[src/salu_cfg.svh]
`ifndef SALU_CFG_SVH
`define SALU_CFG_SVH

// ----------------------------------------------------------------------
// register byte offsets
// ----------------------------------------------------------------------
`define SALU_OFS_ACC      8'h00
`define SALU_OFS_STATUS   8'h04
`define SALU_OFS_CMD      8'h08
`define SALU_MEM_BASE_HI  2'h1
`define SALU_MEM_DEPTH    16

// ----------------------------------------------------------------------
// field positions
// ----------------------------------------------------------------------
`define SALU_ST_CARRY     0
`define SALU_ST_AUX       1
`define SALU_ST_ZERO      2
`define SALU_ST_OVF       3
`define SALU_CMD_OP_LSB   0
`define SALU_CMD_OP_MSB   1
`define SALU_CMD_OPND_LSB 8
`define SALU_CMD_OPND_MSB 15

// ----------------------------------------------------------------------
// command codes and reset values
// ----------------------------------------------------------------------
`define SALU_OPC_SUB_ACC  2'h1
`define SALU_OPC_SUB_MEM  2'h2
`define SALU_OPC_SUB_IMM  2'h3
`define SALU_RST_ACC      8'h00
`define SALU_RST_STATUS   8'h00
`define SALU_RST_CMD      16'h0000

`endif

[src/salu_pkg.sv]
`include "salu_cfg.svh"

package salu_pkg;

   typedef enum logic [1:0] {
      SALU_OP_NONE    = 2'h0,
      SALU_OP_SUB_ACC = `SALU_OPC_SUB_ACC,
      SALU_OP_SUB_MEM = `SALU_OPC_SUB_MEM,
      SALU_OP_SUB_IMM = `SALU_OPC_SUB_IMM
   } salu_op_e;

   typedef enum logic [1:0] {
      SALU_BUS_IDLE = 2'b01,
      SALU_BUS_ACK  = 2'b10
   } salu_bus_e;

   typedef struct packed {
      salu_bus_e                            bus;
      logic                                 waitReq;
      logic [31:0]                          rdata;
      logic [7:0]                           acc;
      logic [7:0]                           status;
      logic [15:0]                          cmd;
      logic [`SALU_MEM_DEPTH-1:0][7:0]      mem;
   } salu_state_s;

endpackage : salu_pkg

[src/salu_top.sv]
`timescale 1ns/1ps
// What this block does
// - sub memory command: accumulator minus memory into accumulator
// - to-memory command: difference written back to memory
// - carry cleared on borrow, set otherwise
// - immediate command subtracts operand into accumulator
`include "salu_cfg.svh"

module salu_top
   import salu_pkg::*;
(
   input  wire logic        mclk,
   input  wire logic        reset,
   input  wire logic [7:0]  avs_address,
   input  wire logic        avs_read,
   input  wire logic        avs_write,
   input  wire logic [31:0] avs_writedata,
   input  wire logic [3:0]  avs_byteenable,
   output logic      [31:0] avs_readdata,
   output logic             avs_waitrequest,
   output logic      [7:0]  accumulatorOut,
   output logic      [7:0]  statusOut
);

   // ----------------------------------------------------------------------
   // state and datapath signals
   // ----------------------------------------------------------------------
   salu_state_s st_ff;
   salu_state_s nxt_st;

   salu_op_e    opcode;
   logic [7:0]  operand;
   logic [3:0]  memIdx;
   logic [7:0]  opB;
   logic [8:0]  diffWide;
   logic [4:0]  nibWide;
   logic [7:0]  result;
   logic [7:0]  newStatus;
   logic        isMemWin;
   logic [3:0]  winIdx;
   logic [31:0] readMux;
   logic [7:0]  wordAddr;
   logic        selAcc;
   logic        selStatus;
   logic        selCmd;
   logic        accSign;
   logic        opSign;
   logic        resSign;
   logic        borrowOut;
   logic        halfBorrow;
   logic        zeroRes;
   logic        ovfRes;
   logic        wrCommit;
   logic        cmdCommit;
   logic [`SALU_MEM_DEPTH-1:0] hostWe;
   logic [`SALU_MEM_DEPTH-1:0] subWe;

   // ----------------------------------------------------------------------
   // subtractor
   // ----------------------------------------------------------------------
   always_comb begin
      opcode   = salu_op_e'(avs_writedata[`SALU_CMD_OP_MSB:`SALU_CMD_OP_LSB]);
      operand  = avs_writedata[`SALU_CMD_OPND_MSB:`SALU_CMD_OPND_LSB];
      // memory operand is indexed by the low operand bits only, so it aliases
      memIdx   = operand[3:0];
      opB      = (opcode == SALU_OP_SUB_IMM) ? operand : st_ff.mem[memIdx];
      diffWide = {1'b0, st_ff.acc} - {1'b0, opB};
      nibWide  = {1'b0, st_ff.acc[3:0]} - {1'b0, opB[3:0]};
      result   = diffWide[7:0];
      accSign    = st_ff.acc[7];
      opSign     = opB[7];
      resSign    = result[7];
      // nine-bit difference keeps the borrow in its top bit
      borrowOut  = diffWide[8];
      halfBorrow = nibWide[4];
      zeroRes    = (result == 8'h00);
      ovfRes     = (accSign != opSign) && (resSign != accSign);
      // carry and aux carry are inverted borrows, as the core expects
      // upper status bits belong to the rest of the core and pass through
      newStatus                 = st_ff.status;
      newStatus[`SALU_ST_CARRY] = ~borrowOut;
      newStatus[`SALU_ST_AUX]   = ~halfBorrow;
      newStatus[`SALU_ST_ZERO]  = zeroRes;
      newStatus[`SALU_ST_OVF]   = ovfRes;
   end

   // ----------------------------------------------------------------------
   // read decode
   // ----------------------------------------------------------------------
   always_comb begin
      isMemWin = (avs_address[7:6] == `SALU_MEM_BASE_HI);
      winIdx   = avs_address[5:2];
      wordAddr  = {avs_address[7:2], 2'b00};
      selAcc    = !isMemWin && (wordAddr == `SALU_OFS_ACC);
      selStatus = !isMemWin && (wordAddr == `SALU_OFS_STATUS);
      selCmd    = !isMemWin && (wordAddr == `SALU_OFS_CMD);
      readMux  = 32'h0000_0000;
      if (isMemWin) begin
         readMux = {24'h00_0000, st_ff.mem[winIdx]};
      end else begin
         if (selAcc) begin
            readMux = {24'h00_0000, st_ff.acc};
         end else if (selStatus) begin
            readMux = {24'h00_0000, st_ff.status};
         end else if (selCmd) begin
            readMux = {16'h0000, st_ff.cmd};
         end
      end
   end

   // ----------------------------------------------------------------------
   // write strobes
   // ----------------------------------------------------------------------
   // a write lands only on the completing edge, while the slave shows ACK
   assign wrCommit  = (st_ff.bus == SALU_BUS_ACK) && avs_write && avs_byteenable[0];
   assign cmdCommit = wrCommit && selCmd;

   // host and command strobes are exclusive: one needs the window, one the command word
   for (genvar g = 0; g < `SALU_MEM_DEPTH; g++) begin : gen_memWe
      assign hostWe[g] = wrCommit && isMemWin && (winIdx == 4'(g));
      assign subWe[g]  = cmdCommit && (opcode == SALU_OP_SUB_MEM) && (memIdx == 4'(g));
   end

   // ----------------------------------------------------------------------
   // next state
   // ----------------------------------------------------------------------
   always_comb begin
      nxt_st = st_ff;
      case (st_ff.bus)
         SALU_BUS_IDLE: begin
            // one wait cycle keeps the read mux off the path to readdata
            if (avs_read || avs_write) begin
               nxt_st.bus     = SALU_BUS_ACK;
               nxt_st.waitReq = 1'b0;
               nxt_st.rdata   = avs_read ? readMux : 32'h0000_0000;
            end
         end
         SALU_BUS_ACK: begin
            nxt_st.bus     = SALU_BUS_IDLE;
            nxt_st.waitReq = 1'b1;
            if (avs_write && avs_byteenable[0]) begin
               if (isMemWin) begin
                  for (int i = 0; i < `SALU_MEM_DEPTH; i++) begin
                     if (hostWe[i]) begin
                        nxt_st.mem[i] = avs_writedata[7:0];
                     end
                  end
               end else begin
                  case ({avs_address[7:2], 2'b00})
                     `SALU_OFS_ACC:    nxt_st.acc    = avs_writedata[7:0];
                     `SALU_OFS_STATUS: nxt_st.status = avs_writedata[7:0];
                     `SALU_OFS_CMD: begin
                        nxt_st.cmd = avs_writedata[15:0];
                        case (opcode)
                           SALU_OP_SUB_ACC: begin
                              nxt_st.acc    = result;
                              nxt_st.status = newStatus;
                           end
                           SALU_OP_SUB_MEM: begin
                              for (int i = 0; i < `SALU_MEM_DEPTH; i++) begin
                                 if (subWe[i]) begin
                                    nxt_st.mem[i] = result;
                                 end
                              end
                              nxt_st.status = newStatus;
                           end
                           SALU_OP_SUB_IMM: begin
                              nxt_st.acc    = result;
                              nxt_st.status = newStatus;
                           end
                           default: begin
                              nxt_st.acc = st_ff.acc;
                           end
                        endcase
                     end
                     default: begin
                        nxt_st.acc = st_ff.acc;
                     end
                  endcase
               end
            end
         end
         default: begin
            nxt_st.bus     = SALU_BUS_IDLE;
            nxt_st.waitReq = 1'b1;
         end
      endcase
      if (reset) begin
         nxt_st.bus     = SALU_BUS_IDLE;
         nxt_st.waitReq = 1'b1;
         nxt_st.rdata   = 32'h0000_0000;
         nxt_st.acc     = `SALU_RST_ACC;
         nxt_st.status  = `SALU_RST_STATUS;
         nxt_st.cmd     = `SALU_RST_CMD;
         nxt_st.mem     = '0;
      end
   end

   // ----------------------------------------------------------------------
   // state register
   // ----------------------------------------------------------------------
   always_ff @(posedge mclk) begin
      st_ff <= nxt_st;
   end

   // ----------------------------------------------------------------------
   // outputs, all straight from the state register
   // ----------------------------------------------------------------------
   assign avs_readdata    = st_ff.rdata;
   assign avs_waitrequest = st_ff.waitReq;
   assign accumulatorOut  = st_ff.acc;
   assign statusOut       = st_ff.status;

endmodule : salu_top

[config.mk]
export PLATFORM = sky130hd
export DESIGN_NAME = salu_top
export DESIGN_NICKNAME = d
export VERILOG_FILES = /design/src/salu_pkg.sv /design/src/salu_top.sv
export VERILOG_INCLUDE_DIRS = /design/src
export SDC_FILE = /design/constraint.sdc
export NUM_CORES = 1
export LEC_CHECK = 0
export BUFFER_PORTS_ARGS = -buffer_cell sky130_fd_sc_hd__buf_2
export CORE_MARGIN = 2
export CORE_UTILIZATION = 40
export CTS_CLUSTER_SIZE = 12
export DETAILED_ROUTE_END_ITERATION = 10
export GPL_TIMING_DRIVEN = 0
export PLACE_DENSITY_LB_ADDON = 0.12
export SLEW_MARGIN = 15
export SYNTH_ARGS = -nofsm -noshare
export SYNTH_HDL_FRONTEND = slang
export SYNTH_SLANG_ARGS = --single-unit
[constraint.sdc]
create_clock -name mclk -period 4.98 [get_ports mclk]
set_input_delay 0.498 -clock mclk [delete_from_list [all_inputs] [get_ports mclk]]
set_output_delay 0.498 -clock mclk [all_outputs]
set_load 0.1 [all_outputs]
==> flow_summary.ini <==
[placement]
gp_congestion = 0.8911
dp_hpwl_um = 23260
port_buffers = 53
postPlaceCellArea_mm2 = 0.01041

[floorplan]
num_io_pins = 97
die_w_um = 159.6
die_height_um = 159.6
row_count = 56
fp.coreArea_mm2 = 0.02361
start_util_pct = 41.03
dieArea_mm2 = 0.02548

[cts]
htreeDepth = 4
clockBufferDepth = 2
numCtsBuffers = 17
cts-root-buf = clkbuf_16
path_clk_slew_ns = 0.07
cts_sinks = 178
cts_tree = done
hold_buffers = 0
clkLatencyLatePin_ns = 0.45

[worst_setup_path]
worstPathMaxFanout = 10
cp-end-kind = flip-flop
worst-path-buf-inv = 4
arrival_ns = 5.09
r2r_end = st_ff[20]
required_ns = 5.28
worst_setup_path_start_kind = primary input
worst_path_most_repeated_cell = buf_2
reg2reg_slack_ns = 0.66
r2r_cells = 11
cp_slowest_stage_delay_ns = 0.70
path_class = in2reg
reg2reg_from = st_ff[48]
crit_path_cell_trace = buf_2 > buf_2 > buf_2 > mux4_2 > mux4_2 > mux2_2 > ha_1 > fa_1 > nor2b_1 > o31a_1 > nor3_1 > a21oi_1 > clkbuf_1 > a211oi_1
critPathTopFamily = buffers and inverters
slowest_stage = a21oi_1

[min_path]
whs_endpoint = st_ff[135]
hold_class = in2reg
min_path_cells = 3
min_from = avs_writedata[7]

[yosys]
syn_area_mm2 = 0.009689
synthArstFlopShare_pct = 0
syn_inst = 945
syn_area_per_cell_um2 = 10.25
synth_area_leaders = dfxtp_1 37%, mux4_2 18%, a211oi_1 6.4%
synth_warnings = 0
ys_types = 63
yosys.area.top_type = dfxtp_1
synth_edf_count = 0
ys_ff_latch = 178
ys_seq_area_share_pct = 36.78
synth_top_flop_cell = dfxtp_1
synth_top_area_share_pct = 36.78

[pwr]
power_uw = 3140
internal_power_uw = 2183
peakVddDrop_v = 0.0001617
leakagePower_uw = 0.003935
power_switching_uw = 956.7
pwr-share-comb_pct = 11.4
swShare_pct = 30.47
power_frac_clock_pct = 43.2
sequentialPowerShare_pct = 45.4
power.density_mw_per_mm2 = 284.8

[timing]
rsz0062_at_grt = no
finalSetupViolCount = 0
slew_viol_final = 0
hold_slack_ns = 0.3288
finalCriticalPeriod_ns = 4.791
fmax_ghz = 0.2087
worst_slew_pin_slew_ns = 1.084
hold_violations = 0
finalClockSkew_ns = 0.01042
slew_headroom_pct = 27.74
finalCritPeriodShare_pct = 96.21

[layout]
final_area_mm2 = 0.01102
fill_cells = 2283
num_antenna_cells = 0
areaGrowthSynthToFinish_pct = 13.77
drive_above_1_share_pct = 26.41
fin_nets = 1089

[routing]
post-route-drc-count = 0
num_vias = 7861
drt-total-wl_um = 31080
wl_per_cell_um = 22.79
drt_iter0_drc = 761
ant_nets = 0
drt-vias-per-instance = 5.763
drt_first_pass_iters = 5

[global_route]
grt_start_max_net_pins = 20
grt_pass1_vias = 7442
overflow = 0
grt_pass1_wl_um = 46500
track_usage_pct = 24.28
antenna_found_initial = 0

[status]
status = finished, final reports clean

[job]
max_cap_violations = 0
cells in the mapped netlist (all sizes together), types with 2 or more instances:
library cell and n:
a31oi 6, a2111oi 2, a211oi 82, a22oi 8
nand2b 8, inv 9, o211ai 2, xor2 2
buf 83, or3 4, nand3 5, and2 2
o21bai 7, mux4 79, nor2 160, o21a 2
a21oi 29, nor2b 6, a311oi 17, ha 8
o22ai 11, dfxtp 178, o32ai 5, mux2i 45
nor3 11, mux2 2, or2 2, a222oi 8
o211a 2, or4 4, nor4 3, o21ai 5
nand2 70, nand4 3, a22o 8, nand4b 4
clkbuf 47, a21boi 2
cell usage in the layout, fill, tap and decap left out, types with 9 or more instances in the layout:
cell       count
dfxtp_1      178
nor2_1       160
a211oi_1      82
mux4_2        79
nand2_1       70
buf_2         67
buf_4         56
clkbuf_1      45
mux2i_1       45
a21oi_1       28
clkbuf_16     17
a311oi_1      16
conb_1        16
inv_1          9
nor3_1         9
cell type report:
type	instances	area, um2	share of cell area (%)
tap	319	399.1	3.621
buffer	130	763.2	6.924
clock buffer	17	425.4	3.859
timing repair buffer	53	265.3	2.406
multi-input combinational	643	5416	49.14
clock inverter	15	156.4	1.419
inverter	9	33.78	0.3065
sequential	178	3563	32.33
worst reg2reg max path, cell delays in order (launching register included):
cell and delay [ns]:
dfxtp_1 0.33, mux4_2 0.51, mux4_2 0.51, mux2_2 0.29, ha_1 0.21, fa_1 0.45
nor2b_1 0.19, o31a_1 0.23, nor3_1 0.07, a21oi_1 0.70, clkbuf_1 0.52, a211oi_1 0.16
power by group through the flow:
stage          clock network (uW)  logic, uW  registers (uW)
5_1_grt                      1430        374            1430
4_1_cts                      1370        352            1420
3_5_place_dp                    0        350            1460
2_1_floorplan                   0        236            1460
3_3_place_gp                    0        349            1460
6_report                     1360        357            1420
logic make-up (layout without fill, tap and decap cells):
kind of cell	after synthesis	count (layout)	share of synthesized area, %
XOR/XNOR	3	3	0.2712
multiplexers	126	126	23.24
other	1	16	0.03870
flip-flops	178	178	36.78
AND/OR/NAND/NOR	286	286	13.06
AO/OA/AOI/OAI	203	203	17.25
buffers and inverters	139	224	8.122
adder cells (fa/ha/maj)	9	9	1.240
registers in the layout (all words and copies together) (netlist names):
register and flops:
st_ff 146, avs_readdata 16, accumulatorOut 8, statusOut 8
worst max path at each step:
stage                                start  cells after the start  slack [ns]    endpoint
final                     avs_writedata[9]                     14        0.19   st_ff[20]
after floorplan           avs_writedata[8]                     15        0.78  st_ff[101]
after global routing      avs_writedata[8]                     15        0.03   st_ff[20]
after detailed placement  avs_writedata[8]                     15       -1.13   st_ff[93]
after global placement    avs_writedata[8]                     15       -1.02   st_ff[69]
after CTS                 avs_writedata[8]                     14        0.06   st_ff[30]
through the flow:
step / setup TNS [ns] / setup slack [ns] / std cells / utilization (%)
detailed placement: -46.91 / -1.126 / 1332 / 44.09
CTS: 0 / 0.06289 / 1364 / 46.61
floorplan: 0 / 0.7816 / 960 / -
finish: 0 / 0.1888 / 1364 / 46.68
global placement: -44.05 / -1.017 / 1332 / 44.09
global route: 0 / 0.02993 / 1364 / 46.68
routing by layer:
layer / GRT usage (%) / part of all wire (%)
met5: 0 / 0
met2: 38.08 / 46
met3: 3.896 / 5.9
met1: 33.68 / 45
met4: 9.463 / 3.1
timing repair:
action | in CTS | in global routing
gates resized for setup | 5 | 6
buffers inserted | 0 | 0
endpoints found under the setup margin | 47 | 40
hold endpoints to repair | 0 | 0
Note: power is estimated with default switching activity, not from simulation.
